`src/core/cct_pkg.sv`:
```
package cct_pkg;

    // ==================================================================
    // Timing, derived from the 100 MHz reference clock
    // ==================================================================
    localparam int CLK_PERIOD_NS = 10;
    localparam int STOP_ACK_DELAY = 20;
    localparam int MAX_OFF_NS = 3000;
    localparam int MAX_OFF_CYC = MAX_OFF_NS / CLK_PERIOD_NS;
    localparam int PLL_SETTLE_US = 1000;
    localparam int PLL_SETTLE_CYC = PLL_SETTLE_US * 1000 / CLK_PERIOD_NS;
    localparam int DEEP_MIN_US = 25;
    localparam int DEEP_MIN_CYC = DEEP_MIN_US * 1000 / CLK_PERIOD_NS;

    // ==================================================================
    // Clock modulation
    // ==================================================================
    localparam int DUTY_W = 3;
    localparam int DUTY_STEPS = 8;
    // Longest off stretch is seven slots, so a slot is a seventh of it.
    localparam int SLOT_CYC = MAX_OFF_CYC / (DUTY_STEPS - 1);
    localparam logic [DUTY_W-1:0] DUTY_AUTO = 3'h4;
    localparam logic [DUTY_W-1:0] DUTY_RESERVED = 3'h0;

    // ==================================================================
    // Pin synchroniser slots
    // ==================================================================
    localparam int PIN_W = 9;
    localparam int PIN_HALT_REQ_N = 0;
    localparam int PIN_SLEEP_REQ_N = 1;
    localparam int PIN_BCLK_RUN = 2;
    localparam int PIN_SNOOP = 3;
    localparam int PIN_SNOOP_DONE = 4;
    localparam int PIN_NEAR_LIMIT = 5;
    localparam int PIN_NON_CRIT = 6;
    localparam int PIN_CATASTROPHIC = 7;
    localparam int PIN_INTR = 8;
    // Idle levels: both requests released and the bus clock running.
    localparam logic [PIN_W-1:0] PIN_IDLE = 9'h007;

    typedef enum logic [3:0] {
        ST_NORMAL,
        ST_HALT,
        ST_STOP_PEND,
        ST_STOP_WAIT,
        ST_STOP_ACK,
        ST_SNOOP_HALT,
        ST_SNOOP_ACK,
        ST_SLEEP,
        ST_DEEP,
        ST_SETTLE
    } cct_state_t;

endpackage

```
`src/core/cct_mod_if.sv`:
```
interface cct_mod_if;
    import cct_pkg::*;
    logic active;
    logic [DUTY_W-1:0] duty;
    logic clk_on;
    modport ctrl (output active, output duty, input clk_on);
    modport gen (input active, input duty, output clk_on);
endinterface

```
`src/core/cct_modulator.sv`:
```
module cct_modulator
    import cct_pkg::*;
#(
    parameter int SLOT_CYCLES = SLOT_CYC
)
(
    input wire logic ref_clk,
    input wire logic rst_n,
    cct_mod_if.gen mod
);

    localparam int SW = $clog2(SLOT_CYCLES + 1);

    initial
    begin
        if (SLOT_CYCLES < 1 || SLOT_CYCLES * (DUTY_STEPS - 1) > MAX_OFF_CYC)
            $error("slot length cannot keep the off stretch in bounds");
    end

    logic [SW-1:0] slot_r;
    logic [DUTY_W-1:0] phase_r;

    // ==================================================================
    // Slot and phase counters
    // ==================================================================
    always_ff @(posedge ref_clk or negedge rst_n)
    begin
        if (!rst_n)
        begin
            slot_r <= '0;
            phase_r <= '0;
        end
        else if (!mod.active)
        begin
            slot_r <= '0;
            phase_r <= '0;
        end
        else if (slot_r == SW'(SLOT_CYCLES - 1))
        begin
            slot_r <= '0;
            phase_r <= phase_r + 3'h1;
        end
        else
        begin
            slot_r <= slot_r + SW'(1);
        end
    end

    // Clocks run for the first duty eighths of each period.
    always_ff @(posedge ref_clk or negedge rst_n)
    begin
        if (!rst_n)
            mod.clk_on <= 1'b1;
        else
            mod.clk_on <= !mod.active || (phase_r < mod.duty);
    end

endmodule

```
`src/core/cct_top.sv`:
```
// Behaviour
// - Snoop in halt/stop-ack visits snoop state, returns.
// - Sleep from stop-ack on sleep request, or from settle.
// - Asleep: no snoop answer, no interrupt latching.
// - Reset in sleep resets directly; requests drop.
// - Bus clock stop in sleep enters deep sleep.
// - Deep sleep: static bus, no snoops, no interrupts.
// - Auto throttle at fixed half duty, bounded off.
// - Auto throttle ends after cool plus hysteresis.
// - On-demand enable starts modulation immediately.
// - Three-bit field sets on-time in eighths.
// - Hot auto duty overrides on-demand duty.
// - Hot output low whenever modulation active.
// - Snoops and interrupts continue while modulating.
// - Optional interrupt on hot assert and deassert.
// - Catastrophic heat trips shutdown until reset.
// - Stop-ack entered fixed clocks after acknowledge.
module cct_top
    import cct_pkg::*;
#(
    parameter int PLL_SETTLE_CYCLES = PLL_SETTLE_CYC,
    parameter int HYST_CYCLES = 1000
)
(
    input wire logic ref_clk,
    input wire logic rst_n,
    input wire logic clock_halt_request_n,
    input wire logic sleep_request_n,
    input wire logic bus_clock_running,
    input wire logic snoop_seen,
    input wire logic snoop_serviced,
    input wire logic die_near_limit,
    input wire logic die_non_critical,
    input wire logic die_catastrophic,
    input wire logic interrupt_in,
    input wire logic halt_enter,
    input wire logic wake_event,
    input wire logic stop_ack_done,
    input wire logic intr_ack,
    input wire logic auto_enable,
    input wire logic ondemand_enable,
    input wire logic [DUTY_W-1:0] ondemand_duty,
    input wire logic hot_irq_on_assert,
    input wire logic hot_irq_on_deassert,
    output cct_state_t power_state,
    output logic core_clk_en,
    output logic die_hot_n,
    output logic thermal_shutdown_n,
    output logic hot_irq,
    output logic snoop_respond,
    output logic intr_pending
);

    localparam int PW = $clog2(PLL_SETTLE_CYCLES + 1);
    localparam int HW = $clog2(HYST_CYCLES + 1);

    initial
    begin
        if (PLL_SETTLE_CYCLES < 1 || HYST_CYCLES < 1)
            $error("settle and hysteresis counts must be at least one");
    end

    // ==================================================================
    // Pin synchronisers
    // ==================================================================
    logic [PIN_W-1:0] pin_meta_r;
    logic [PIN_W-1:0] pin_s_r;

    always_ff @(posedge ref_clk or negedge rst_n)
    begin
        if (!rst_n)
        begin
            pin_meta_r <= PIN_IDLE;
            pin_s_r <= PIN_IDLE;
        end
        else
        begin
            pin_meta_r <= {interrupt_in, die_catastrophic, die_non_critical,
                           die_near_limit, snoop_serviced, snoop_seen,
                           bus_clock_running, sleep_request_n,
                           clock_halt_request_n};
            pin_s_r <= pin_meta_r;
        end
    end

    logic halt_req;
    logic sleep_req;
    logic bclk_run;
    logic asleep;
    assign halt_req = !pin_s_r[PIN_HALT_REQ_N];
    assign sleep_req = !pin_s_r[PIN_SLEEP_REQ_N];
    assign bclk_run = pin_s_r[PIN_BCLK_RUN];
    assign asleep = power_state inside {ST_SLEEP, ST_DEEP, ST_SETTLE};

    // ==================================================================
    // Low-power state machine
    // ==================================================================
    logic [4:0] stop_cnt_r;
    logic [PW-1:0] settle_cnt_r;
    logic from_halt_r;

    // Reset inside sleep lands in normal directly through rst_n.
    always_ff @(posedge ref_clk or negedge rst_n)
    begin
        if (!rst_n)
        begin
            power_state <= ST_NORMAL;
            stop_cnt_r <= '0;
            settle_cnt_r <= '0;
            from_halt_r <= 1'b0;
        end
        else
        begin
            case (power_state)
                ST_NORMAL:
                    if (halt_req)
                    begin
                        power_state <= ST_STOP_PEND;
                        from_halt_r <= 1'b0;
                    end
                    else if (halt_enter)
                        power_state <= ST_HALT;
                ST_HALT:
                    if (halt_req)
                    begin
                        power_state <= ST_STOP_PEND;
                        from_halt_r <= 1'b1;
                    end
                    else if (pin_s_r[PIN_SNOOP])
                        power_state <= ST_SNOOP_HALT;
                    else if (wake_event)
                        power_state <= ST_NORMAL;
                ST_STOP_PEND:
                    if (stop_ack_done)
                    begin
                        power_state <= ST_STOP_WAIT;
                        stop_cnt_r <= 5'(STOP_ACK_DELAY - 2);
                    end
                ST_STOP_WAIT:
                    if (stop_cnt_r == 5'h00)
                        power_state <= ST_STOP_ACK;
                    else
                        stop_cnt_r <= stop_cnt_r - 5'h01;
                ST_STOP_ACK:
                    if (sleep_req)
                        power_state <= ST_SLEEP;
                    else if (pin_s_r[PIN_SNOOP])
                        power_state <= ST_SNOOP_ACK;
                    else if (!halt_req)
                        power_state <= from_halt_r ? ST_HALT : ST_NORMAL;
                ST_SNOOP_HALT:
                    if (pin_s_r[PIN_SNOOP_DONE])
                        power_state <= ST_HALT;
                ST_SNOOP_ACK:
                    if (pin_s_r[PIN_SNOOP_DONE])
                        power_state <= ST_STOP_ACK;
                ST_SLEEP:
                    if (!bclk_run)
                        power_state <= ST_DEEP;
                    else if (!sleep_req)
                        power_state <= ST_STOP_ACK;
                ST_DEEP:
                    if (bclk_run)
                    begin
                        power_state <= ST_SETTLE;
                        settle_cnt_r <= PW'(PLL_SETTLE_CYCLES - 1);
                    end
                ST_SETTLE:
                    if (!bclk_run)
                        power_state <= ST_DEEP;
                    else if (settle_cnt_r == '0)
                        power_state <= ST_SLEEP;
                    else
                        settle_cnt_r <= settle_cnt_r - PW'(1);
                default:
                    power_state <= ST_NORMAL;
            endcase
        end
    end

    // ==================================================================
    // Thermal control: automatic, on-demand, trip
    // ==================================================================
    logic auto_active_r;
    logic throttle_r;
    logic [HW-1:0] hyst_cnt_r;
    logic [DUTY_W-1:0] od_duty;
    cct_mod_if mod_if ();

    // Reserved zero falls back to half duty rather than stopping clocks.
    assign od_duty = (ondemand_duty == DUTY_RESERVED) ? DUTY_AUTO
                                                      : ondemand_duty;

    always_ff @(posedge ref_clk or negedge rst_n)
    begin
        if (!rst_n)
        begin
            auto_active_r <= 1'b0;
            hyst_cnt_r <= '0;
        end
        else if (!auto_enable)
            auto_active_r <= 1'b0;
        else if (pin_s_r[PIN_NEAR_LIMIT])
        begin
            auto_active_r <= 1'b1;
            hyst_cnt_r <= HW'(HYST_CYCLES);
        end
        else if (auto_active_r && pin_s_r[PIN_NON_CRIT])
        begin
            if (hyst_cnt_r == '0)
                auto_active_r <= 1'b0;
            else
                hyst_cnt_r <= hyst_cnt_r - HW'(1);
        end
    end

    always_ff @(posedge ref_clk or negedge rst_n)
    begin
        if (!rst_n)
        begin
            throttle_r <= 1'b0;
            mod_if.duty <= DUTY_AUTO;
        end
        else
        begin
            throttle_r <= auto_active_r || ondemand_enable;
            mod_if.duty <= auto_active_r ? DUTY_AUTO : od_duty;
        end
    end

    assign mod_if.active = throttle_r;

    cct_modulator u_mod (
        .ref_clk(ref_clk),
        .rst_n(rst_n),
        .mod(mod_if)
    );

    // Trip is sticky; only rst_n clears it.
    always_ff @(posedge ref_clk or negedge rst_n)
    begin
        if (!rst_n)
            thermal_shutdown_n <= 1'b1;
        else if (pin_s_r[PIN_CATASTROPHIC])
            thermal_shutdown_n <= 1'b0;
    end

    // ==================================================================
    // Outputs
    // ==================================================================
    always_ff @(posedge ref_clk or negedge rst_n)
    begin
        if (!rst_n)
        begin
            die_hot_n <= 1'b1;
            hot_irq <= 1'b0;
            core_clk_en <= 1'b1;
            snoop_respond <= 1'b1;
        end
        else
        begin
            die_hot_n <= !throttle_r;
            hot_irq <= (throttle_r && die_hot_n && hot_irq_on_assert)
                || (!throttle_r && !die_hot_n && hot_irq_on_deassert);
            core_clk_en <= thermal_shutdown_n && !pin_s_r[PIN_CATASTROPHIC]
                && power_state == ST_NORMAL && mod_if.clk_on;
            snoop_respond <= !asleep && thermal_shutdown_n;
        end
    end

    // Interrupts latch while modulating but not while asleep; set wins.
    always_ff @(posedge ref_clk or negedge rst_n)
    begin
        if (!rst_n)
            intr_pending <= 1'b0;
        else if (pin_s_r[PIN_INTR] && !asleep)
            intr_pending <= 1'b1;
        else if (intr_ack)
            intr_pending <= 1'b0;
    end

    // ==================================================================
    // Checks
    // ==================================================================
    logic [9:0] off_run_r;

    always_ff @(posedge ref_clk or negedge rst_n)
    begin
        if (!rst_n)
            off_run_r <= '0;
        else if (mod_if.clk_on)
            off_run_r <= '0;
        else
            off_run_r <= off_run_r + 10'h001;
    end
endmodule

```
`config.mk`:
```
export PLATFORM = sky130hd
export DESIGN_NAME = cct_top
export DESIGN_NICKNAME = d
export VERILOG_FILES = /design/src/core/cct_pkg.sv /design/src/core/cct_mod_if.sv /design/src/core/cct_modulator.sv /design/src/core/cct_top.sv
export SDC_FILE = /design/constraint.sdc
export NUM_CORES = 1
export LEC_CHECK = 0
export CAP_MARGIN = 10
export CORE_MARGIN = 5
export CORE_UTILIZATION = 50
export DETAILED_ROUTE_END_ITERATION = 6
export DONT_BUFFER_PORTS = 1
export SLEW_MARGIN = 15
export SYNTH_ARGS = -nofsm -noshare
export SYNTH_HDL_FRONTEND = slang
export SYNTH_HIERARCHICAL = 1
export SYNTH_SLANG_ARGS = --single-unit
export TNS_END_PERCENT = 1
```
`constraint.sdc`:
```
create_clock -name ref_clk -period 2.95 [get_ports ref_clk]
set_input_delay 0.59 -clock ref_clk [delete_from_list [all_inputs] [get_ports ref_clk]]
set_output_delay 0.59 -clock ref_clk [all_outputs]
set_load 0.01 [all_outputs]
```
; ---- Yosys cells after proc, flatten, opt, wreduce, memory -nomap -nowiden
; Cells that the tools add are included.
[op_classes]
n_lt_le_gt_ge = 1
shifts = 0
multipliers = 0
eq_ne = 29
mux = 44
n_reduce_logical = 34
n_addsub = 5
bitwise_logic = 0
div = 0
[ops]
columns = operator, count
row1 = $mux W4, 17
row2 = $mux W17, 3
row3 = $pmux W4 S10, 1
row4 = $pmux W17 S2, 1
row5 = $mux W10, 3
row6 = $ne A2 B2 Y1 const B, 11
row7 = $logic_not A17 Y1, 1
row8 = $sub A17 B1 Y17 const B, 1
row9 = $eq A4 B3 Y1 const B, 4
row10 = $mux W3, 4
row11 = $mux W6, 2
row12 = $logic_and A1 B1 Y1, 10
row13 = $logic_not A10 Y1, 1
row14 = $mux W5, 2
row15 = $pmux W5 S2, 1
row16 = $reduce_and A10 Y1, 1
row17 = $reduce_bool A2 Y1, 5
row18 = $sub A10 B1 Y10 const B, 1
row19 = $mux W1, 9
row20 = $reduce_and A3 Y1, 3
row21 = $eq A4 B2 Y1 const B, 2
row22 = $eq A4 B4 Y1 const B, 2
row23 = $ne A4 B4 Y1 const B, 2
row24 = $add A6 B1 Y6 const B, 1
row25 = other kinds (18), 25
[word_totals]
word_cells = 132
mem_bits_rw = 0
mem_bits_ro = 0
output_inout_bits = 10
in_bits = 22
latch_bits = 0
regBits = 76
n_memories = 0

; ---- Longest topological paths before layout
; Gate-level depths: netlist (run 1).
[depth]
depth_word = 5
ltp_mapped = 8
ltp_nobuf = 7

; ---- Modules after synthesis
; The synthesis (run 1) kept the hierarchy.
[by_module_without_submodules]
columns = mod, area_per_inst_um2, cells_each, instances, seq_area_each_um2
row1 = cct_top, 3263.1, 318, 1, 1665.3
row2 = cct_modulator, 511.7, 49, 1, 251.5

; ---- Least setup slack after synthesis (run 1)
; Ideal clock, no wire load.
[synth_path]
path_kind = register to register
startpoint = register settle_cnt_r[0]
endpoint = register power_state[0]
path_slack_ps = 927
period_less_slack_ps = 2023
required_time_ps = 2822
path_stages_with_launch = 8
setup_ps = 128
arrival_ps = 1896
n_path_buf = 0
cell_sequence = dfrtp_1 -> inv_1 -> ha_1 -> nor4b_2 -> and4b_4 -> a21oi_4 -> nor4_4 -> mux2_1
[synth_via]
elab_chain_cells = 3
[synth_lines]
columns = element, line_no
row1 = from (decl), cct_top.sv:99  ; logic [PW-1:0] settle_cnt_r;
row2 = from (signal assigned), cct_top.sv:166  ; settle_cnt_r <= PW'(PLL_SETTLE_CYCLES - 1);
row3 = from (signal assigned), cct_top.sv:174  ; settle_cnt_r <= settle_cnt_r - PW'(1);
row4 = $logic_not A17 Y1, cct_top.sv:171  ; else if (settle_cnt_r == '0)
row5 = $ne A3 B2 Y1 (no line), -
row6 = $reduce_and A10 Y1 (no line), -
row7 = to (signal assigned), cct_top.sv:150  ; power_state <= from_halt_r ? ST_HALT : ST_NORMAL;
row8 = to (decl), cct_top.sv:45  ; output cct_state_t power_state,
; No other way between the ends.
; A chain may end at the register's enable or synchronous reset.

; ---- Worst setup path after layout (run 1)
[layout_path]
startpoint = register power_state[1]
endpoint = register power_state[1]
[layout_via]
elab_chain_cells = 3
word_cells_on_any_way = 22
classes_between = eq/ne (19) / mux (1) / reduce/logical (2)
[layout_lines]
columns = element, line_no
row1 = "$eq A4 B3 Y1, or another cell as far along", cct_top.sv:114  ; case (power_state)
row2 = "$ne A4 B4 Y1 (no line), or another cell as far along", -
row3 = $reduce_and A10 Y1 (no line), -
; Several ways; a longest one is shown, not always the timed one.

==> results.md, run 1 <==
- Max incr delay on CP: ~0.79 ns
- Longest Clk Path Bufs: 2
- Largest net degree at the start of global routing: 65
- Placed insts: between 400 and 500
- EDFF count, synth: 0
- Seq cells post-synth: 76
- Post-Syn Area per Cell: just over 10 sq um
- FP Rows: 31
- Die Area: approximately 0.0094 sq mm
- Total gr overflow: 0
- CTS H-tree depth: 3
- Asr flop ratio synth: between 90% and 100%
- RSZ-0062 raised after global routing: false
- Nature of the critical path startpoint: register
- Synth top area share: between 40% and 50%
- Vias in the first global route: around 2600
- Leakage power: between 1.5 and 2 nW
- Fin area: ~0.004 sq mm
- Fillers: between 600 and 700
- Final core utilization: between 50 and 60%
- Req. time, crit path: 3.18 ns
- Reg power frac: between 40 and 50%
- Post-Layout Cell Count: about 470
- Final worst-path cycle share: about 77%
- CTS root buf: clkbuf_8
- Clock sink total: 76
- CP arrival: around 2.5 ns
- Final WS setup: around 0.68 ns
- Tot GR Track Use: 16.29%
- Reg2Reg Launch Point: power_state[1]
- Slowest cell on crit path: dfrtp_1
- Sw frac: 34.16%
- Worst-path cell chain: nand2_1 > or4_1 > o31ai_1 > nor4_4 > mux2_1
- Crit-path max FO: 21
- Status: completed
- Worst relative slew slack: roughly 52%
- Most frequent cell after synthesis: dfrtp_1
- Clock Power Share: 28.3%
- Initial antenna violation count: 0
- CP endpoint kind: register
- Initial core utilization: roughly half
- Critical path type: register to register
- Detailed Routing Iterations Pass 1: 5
- DRC Markers: 0
- Worst hold path class: input pin to asynchronous set/reset pin
- DP Area: between 0.003 and 0.004 sq mm
- Cell Int Power: 2.084 mW
- Psw: about 1.1 mW
- Area Growth Syn to Fin: 8.883%
- Slew of the pin with the lowest slew margin: 0.7090 ns
- # IOs: 32
- Maximum vdd ir drop: 0.0003659 V
- DR vias: between 2000 and 3000
- Die X-Extent: between 90 and 100 um
- Syn Nets: 400
- Initial drt markers: approximately 110
- Max Fclk: 0.4411 GHz
- CTS tree: done
- Vias/cell: between 5 and 6
- Primary FF master, synth: dfrtp_1
- Area leader, netlist: dfrtp_1
- CP startpoint: power_state[1]
- Chip Height: 96.89 um
- Final Total Pwr: 3.166 mW
- Buffers added on ports: 0
- Synthesized cell area: 0.003775 sq mm
- Post-route ant nets: 0
- Post-CTS Setup Bufs: 0
- Final-report hold violation count: 0
- Setup TNS: 0 ns
- Comb power frac: 23.6%
- Placer congestion estimate: approximately 0.8
- Hold_ws: 0.08589 ns
- Post-synthesis sequential area ratio: 50.78%
- Share of cells above drive strength 1: between 10% and 20%
- Worst-Skew Late Latency: 0.34 ns
- Final setup viols: 0
- Post_cts resized: 0
- Ys Warns: 6
- Pre-CTS WS: 0.6880 ns
- Synth cell count leaders: dfrtp_1 (64), nor2_1 (39), nand2_1 (26)
- Cell area power density: 770.2 mW/mm^2
- Diodes inserted: 0
- Hpwl dp: 4953 um
- First-pass GRT wire length: about 13000 um
- Post-Synthesis Cells: approximately 370
- CTS Buf Count: 9
- Clk pin slew, worst setup/hold paths: 0.09 ns
- Drt total wl: between 7000 and 8000 um
- Synth cell types: 63
- Routed len/inst: 15.37 um
- Reported max-cap violation count: 0
- Area contributors post-synth: dfrtp_1 (42%), dfstp_2 (8.4%), nor2_1 (3.9%), ha_1 (3.6%), o21ai_0 (3.2%)
- Post-layout min period: 2.267 ns
- Final #Nets: approximately 400
- Max Slew Vio Count: 0
- CORE AREA: about 0.0073 sq mm
- Worst Clk Skew: around 0.010 ns
==> flip-flops by register name, summed over array words and instances, names as in the netlist, 3 cells and up <==
register       flops
u_mod/phase_r      3
pin_meta_r         9
hyst_cnt_r        10
u_mod/slot_r       6
pin_s_r            9
power_state        4
stop_cnt_r         5
mod_if.duty        3
settle_cnt_r      17
==> routing by layer <==
metal / up-vias / track usage (%) / part of all wire [%]
met5: - / 0 / 0
met4: 0 / 4.320 / 0.55
met3: 4 / 4.604 / 5.3
met2: 50 / 25.32 / 48
met1: 1286 / 22.38 / 46
li1: 1328 / - / -
==> worst paths after layout <==
check | slack [ns] | cells after the start | to
worst min register to register | 0.35 | 0 | pin_s_r[6]
min in group ref_clk | 0.24 | 0 | pin_meta_r[0]
max in group asynchronous | 2.56 | 1 | auto_active_r
worst max register to register | 0.68 | 5 | power_state[1]
worst max-delay path | 0.68 | 5 | power_state[1]
worst min-delay path | 0.09 | 0 | pin_s_r[0]
==> area by class of cell <==
type                       instances  area [sq um]  area share [%]
sequential                        76          1917           46.64
multi-input combinational        263          1742           42.37
clock inverter                     5         83.83           2.040
tap                               99         123.9           3.014
clock buffer                      11         141.4           3.440
timing repair buffer               3         42.54           1.035
inverter                          16         60.06           1.461
==> critical path: cells and delay by family, from the launching register on <==
kind	cells	cell delay (ns)
multiplexers	1	0.33
flip-flops	1	0.79
AND/OR/NAND/NOR	3	0.88
AO/OA/AOI/OAI	1	0.15
==> cell usage in the layout, fill, tap and decap left out, drive strengths merged, types with 5 or more instances in the layout <==
master	count
nor2	39
clkbuf	11
nor4	8
nand2	26
dfrtp	64
nor2b	5
nand3	8
nand2b	10
nor3	13
a21oi	13
o21ai	24
xor2	7
xnor2	6
or3	9
inv	17
dfstp	12
a31oi	8
ha	11
nor3b	6
==> cells by family after synthesis <==
family / count (synthesis) / share of synthesized area [%]
XOR/XNOR: 13 / 3.016
multiplexers: 8 / 2.254
buffers and inverters: 28 / 3.082
AO/OA/AOI/OAI: 81 / 14.98
flip-flops: 76 / 50.78
adder cells (fa/ha/maj): 11 / 3.646
AND/OR/NAND/NOR: 150 / 22.24
==> power by group through the flow <==
stage / logic, mW / clock network [mW] / registers, mW
2_1_floorplan: 0.715 / 0 / 1.39
3_3_place_gp: 0.724 / 0 / 1.53
3_5_place_dp: 0.733 / 0 / 1.54
4_1_cts: 0.757 / 0.921 / 1.52
5_1_grt: 0.858 / 0.973 / 1.57
6_report: 0.749 / 0.895 / 1.52
==> what timing repair did <==
action / in CTS / in global routing
endpoints found under the setup margin: 0 / 0
hold buffers: 1 / 0
hold endpoints to repair: 64 / 0
No activity file was read; power rests on OpenSTA's default activity.
==> run 2, diff against run 1 <==
==> constraint.sdc (replaced) <==
create_clock -name ref_clk -period 2.35 [get_ports ref_clk]
set_input_delay 0.47 -clock ref_clk [delete_from_list [all_inputs] [get_ports ref_clk]]
set_output_delay 0.47 -clock ref_clk [all_outputs]
set_load 0.01 [all_outputs]
==> results.md, run 2 (synthesis gave the netlist of run 1 again) <==
- Status: completed
- Fillers: roughly 670
- Storage element area: 0.001917 sq mm
- Setup TNS: 0 ns
- Worst Clk Skew: between 0.005 and 0.006 ns
- Crit-path max FO: 6
- CTS Buf Count: 9
- Tot GR Track Use: 16.39%
- Stages on worst setup path: 7
- Worst-Skew Late Latency: ~0.35 ns
- Diodes inserted: 0
- Sw frac: a little over a third
- Area Growth Syn to Fin: 9.645%
- CORE AREA: ~0.0073 sq mm
- DP Area: a little under 0.004 sq mm
- Max incr delay on CP: ~0.43 ns
- Die X-Extent: 96.89 um
- Vias in the first global route: ~2700
- CTS Hold Buffers Added: 1
- Most frequent cells in the layout: dfrtp_1 (64), nor2_1 (39), nand2_1 (26), o21ai_0 (24), inv_1 (16)
- Longest Clk Path Bufs: 2
- Largest net degree at the start of global routing: 77
- Reg2Reg Launch Point: settle_cnt_r[0]
- Detailed Routing Iterations Pass 1: 4
- Worst hold path class: input pin to asynchronous set/reset pin
- Reg power frac: 47.7%
- Fin area: around 0.0041 sq mm
- Hpwl dp: roughly 5000 um
- CTS root buf: clkbuf_8
- Critical path type: register to register
- Commonest non-fill, non-tap cell in the layout: dfrtp_1
- Max Slew Vio Count: 0
- Reg2reg setup slack: approximately 0.17 ns
- Placer congestion estimate: approximately 0.76
- Initial core utilization: roughly half
- DRC Markers: 0
- Nature of the critical path startpoint: register
- Final #Nets: 411
- Clk pin slew, worst setup/hold paths: ~0.08 ns
- CP endpoint kind: register
- Req. time, crit path: approximately 2.6 ns
- FF-to-FF End: power_state[1]
- Post-route ant nets: 0
- Initial drt markers: around 100
- Vias/cell: approximately 5.6
- CTS H-tree depth: 3
- Maximum vdd ir drop: about 0.00043 V
- Final setup viols: 0
- # IOs: 32
- CP bufs+invs: 1
- Cell Int Power: 2.485 mW
- Post_cts resized: 0
- Hold_ws: around 0.00054 ns
- Post-layout min period: approximately 2.2 ns
- Cell area power density: 932.1 mW/mm^2
- Reported max-cap violation count: 0
- Routed len/inst: between 15 and 20 um
- Final worst-path cycle share: approximately 93%
- Die Area: between 0.009 and 0.01 sq mm
- Total gr overflow: 0
- Clock sink total: 76
- Share of cells above drive strength 1: approximately 15%
- Post-CTS Setup Bufs: 0
- Drt total wl: around 7300 um
- Largest register FFs: 17
- Area of the multi-input gates: ~0.0017 sq mm
- Leakage power: 1.697 nW
- Psw: 1.373 mW
- Buffers added on ports: 0
- Final-report hold violation count: 0
- DR vias: roughly 2700
- Comb power frac: between 20% and 30%
- FP Rows: 31
- Slowest cell on crit path: dfrtp_1
- Worst-path cell chain: inv_1 > ha_1 > nor4b_2 > and4b_4 > a21oi_4 > nor4_4 > mux2_1
- Regs by FF count: settle_cnt_r: 17 flops, hyst_cnt_r: 10 flops
- Max Fclk: ~0.46 GHz
- First-pass GRT wire length: ~13000 um
- Cell family with most CP delay: simple AND/OR/NAND/NOR gates
- Clock Power Share: roughly a quarter
- Worst relative slew slack: 65.04%
- Initial antenna violation count: 0
- RSZ-0062 raised after global routing: false
- CP arrival: 2.41 ns
- Slew of the pin with the lowest slew margin: approximately 0.52 ns
- Worst r2r path cells: 7
- CTS tree: done
- Biggest register: settle_cnt_r
- Chip Height: 96.89 um
==> run 2: changes by cell type in the layout (fill, tap and decap cells not counted), sizes merged <==
cell | previous run | this run
buf | 3 | 12
bufinv | 2 | 0
clkinv | 0 | 3
clkinvlp | 2 | 1
==> run 2: area by class of cell <==
cell class,count,share of cell area [%]
flip-flops and latches,76,46.31
multi-input cells,263,42.08
clock buffers,11,3.658
well taps,99,2.993
repair buffers,12,2.660
inverters,16,1.451
clock inverters,5,0.8464
==> run 2: worst max-delay path by stage <==
stage	start	endpoint	slack, ns
2_1_floorplan	settle_cnt_r[0]	power_state[0]	0.33
3_3_place_gp	settle_cnt_r[0]	power_state[1]	0.24
3_5_place_dp	settle_cnt_r[0]	power_state[1]	0.19
4_1_cts	settle_cnt_r[0]	power_state[1]	0.16
5_1_grt	settle_cnt_r[0]	power_state[1]	0.04
6_report	settle_cnt_r[0]	power_state[1]	0.17
==> run 2: stage by stage <==
step | power [mW] | utilization [%] | setup WS (ns) | cells
after floorplan | 2.647 | - | 0.3269 | 367
after global placement | 2.904 | 53.83 | 0.2367 | 465
after detailed placement | 2.922 | 53.83 | 0.1924 | 465
after CTS | 3.909 | 56.76 | 0.1557 | 482
after global routing | 4.138 | 56.76 | 0.03805 | 482
final | 3.858 | 56.76 | 0.1662 | 482
==> run 2: power by group through the flow <==
stage                     sequential [mW]  clock (mW)  combinational, mW
final                                1.84       0.928               1.09
after global routing                 1.89        1.02               1.23
after CTS                            1.84       0.973               1.10
after detailed placement             1.86           0               1.06
after global placement               1.86           0               1.05
after floorplan                      1.75           0              0.897
==> run 2: routing by layer <==
metal | global-route usage [%] | routed length, um | vias up
li1 | - | - | 1340
met1 | 21.52 | 3316 | 1305
met2 | 25.42 | 3511 | 63
met3 | 4.388 | 379 | 12
met4 | 7.235 | 126 | 0
met5 | 0 | 0 | -
==> run 3, diff against run 2 <==
--- a/config.mk
+++ b/config.mk
@@ -10,6 +10,7 @@
 export CORE_UTILIZATION = 50
 export DETAILED_ROUTE_END_ITERATION = 6
 export DONT_BUFFER_PORTS = 1
+export RECOVER_POWER = 100
 export SLEW_MARGIN = 15
 export SYNTH_ARGS = -nofsm -noshare
 export SYNTH_HDL_FRONTEND = slang
==> results.md, run 3 (synthesis gave the netlist of run 1 again) <==
- Status: finished with violations
- Violations in the final reports: max-capacitance violations, max-slew violations
- Chip Height: about 97 um
- Detailed Routing Iterations Pass 1: 4
- Crit-path max FO: 6
- Cell area power density: between 900 and 1000 mW/mm^2
- Vias/cell: roughly 5.8
- DR vias: 2777
- Clk pin slew, worst setup/hold paths: roughly 0.08 ns
- CTS tree: done
- Reported max-cap violation count: 1
- Largest register FFs: 17
- RSZ-0062 raised after global routing: false
- Die Area: about 0.0094 sq mm
- Die X-Extent: between 90 and 100 um
- Initial antenna violation count: 0
- DP Area: slightly below 0.004 sq mm
- Share of cells above drive strength 1: 11.75%
- Commonest non-fill, non-tap cell in the layout: dfrtp_1
- Final Total Pwr: 3.809 mW
- Longest Clk Path Bufs: 2
- Tot GR Track Use: about 16%
- CP arrival: roughly 2.4 ns
- Vias in the first global route: 2692
- Post-layout min period: about 2.2 ns
- Final worst-path cycle share: between 90% and 100%
- Post-route ant nets: 0
- Req. time, crit path: ~2.6 ns
- CP endpoint kind: register
- Slew of the pin with the lowest slew margin: roughly 1.8 ns
- Hpwl dp: approximately 5100 um
- Max Slew Vio Count: between 70 and 80
- Fin area: roughly 0.004 sq mm
- Drt total wl: about 7300 um
- Buffers added on ports: 0
- Max Fclk: 0.4587 GHz
- Worst hold path class: input pin to register
- Hold_ws: between 0.1 and 0.15 ns
- Worst-path cell chain: inv_1 > ha_1 > nor4b_2 > and4b_4 > a21oi_4 > nor4_4 > mux2_1
- Initial drt markers: around 110
- DRC Markers: 0
- Post_cts resized: 0
- Final core utilization: roughly 56%
- Cell family with most CP delay: simple AND/OR/NAND/NOR gates
- Largest net degree at the start of global routing: 77
- Most frequent cells in the layout: dfrtp_1 (64), nor2_1 (39), nand2_1 (26), o21ai_0 (24), inv_1 (16)
- Worst Clk Skew: 0.004291 ns
- Routed len/inst: 15.15 um
- Max incr delay on CP: about 0.43 ns
- Slowest cell on crit path: dfrtp_1
- Critical path type: register to register
- CP bufs+invs: 1
- Reg2reg setup slack: 0.17 ns
- Leakage power: between 1.5 and 2 nW
- CTS Hold Buffers Added: 1
- Biggest register: settle_cnt_r
- Final-report hold violation count: 0
- CORE AREA: about 0.0073 sq mm
- Placer congestion estimate: around 0.76
- Post-CTS Setup Bufs: 0
- First-pass GRT wire length: approximately 13000 um
- Maximum vdd ir drop: roughly 0.00042 V
- Worst-Skew Late Latency: between 0.3 and 0.4 ns
- Worst relative slew slack: -22.13%
- CTS Buf Count: 9
- Final setup viols: 0
- Area Growth Syn to Fin: 8.054%
- Total gr overflow: 0
- Clock sink total: between 70 and 80
- Diodes inserted: 0
- CTS H-tree depth: 3
- # IOs: 32
- FP Rows: 31
- CTS root buf: clkbuf_8
- Initial core utilization: 51.77%
- Setup TNS: 0 ns
- Regs by FF count: settle_cnt_r: 17 flops, hyst_cnt_r: 10 flops
- Final #Nets: a little over 400
- Nature of the critical path startpoint: register
run 3: changes by cell type in the layout (fill, tap and decap cells not counted), moves of 4 or more:
| cell | change |
|---|---|
| clkbuf_1 | +6 |
| dfstp_2 | -4 |
| buf_4 | -7 |
| dfstp_1 | +4 |
run 3: area by class of cell:
type / instances / area, sq um
fill: 682 / 3213
tap: 99 / 123.9
inverter: 16 / 60.06
clock inverter: 5 / 35.03
timing repair buffer: 12 / 62.56
multi-input combinational: 263 / 1729
clock buffer: 11 / 151.4
sequential: 76 / 1917
run 3: worst paths after layout:
path / from / cells past startpoint / to
hold reg to reg: pin_meta_r[8] / 0 / pin_s_r[8]
hold / removal: clock_halt_request_n / 0 / pin_meta_r[0]
max in group asynchronous: rst_n / 1 / power_state[1]
setup reg to reg: settle_cnt_r[0] / 7 / power_state[1]
min in group asynchronous: rst_n / 1 / settle_cnt_r[10]
setup / recovery: settle_cnt_r[0] / 7 / power_state[1]
run 3: power breakdown:
group	total (mW)	internal, mW	leakage [nW]	switching (mW)
Sequential	1.84	1.53	0.886	0.304
Combinational	1.05	0.469	0.674	0.576
Clock	0.926	0.443	0.0957	0.483
run 3: per-stage QoR:
step	std cells	worst slack (ns)
after global routing	482	0.04614
final	482	0.1701
after detailed placement	465	0.1924
after global placement	465	0.2367
after floorplan	367	0.3269
after CTS	482	0.1557
run 3: routing by layer:
metal | vias up | wire length, um | global-route usage (%)
met5 | - | 0 | 0
met3 | 10 | 395 | 4.388
li1 | 1343 | - | -
met1 | 1339 | 3305 | 21.52
met2 | 85 | 3479 | 25.42
met4 | 0 | 119 | 7.235
run 3: worst reg2reg max path, stage by stage, from the launching register on:
cell     delay [ns]
dfrtp_1        0.43
inv_1          0.10
ha_1           0.15
nor4b_2        0.23
and4b_4        0.33
a21oi_4        0.08
nor4_4         0.37
mux2_1         0.36
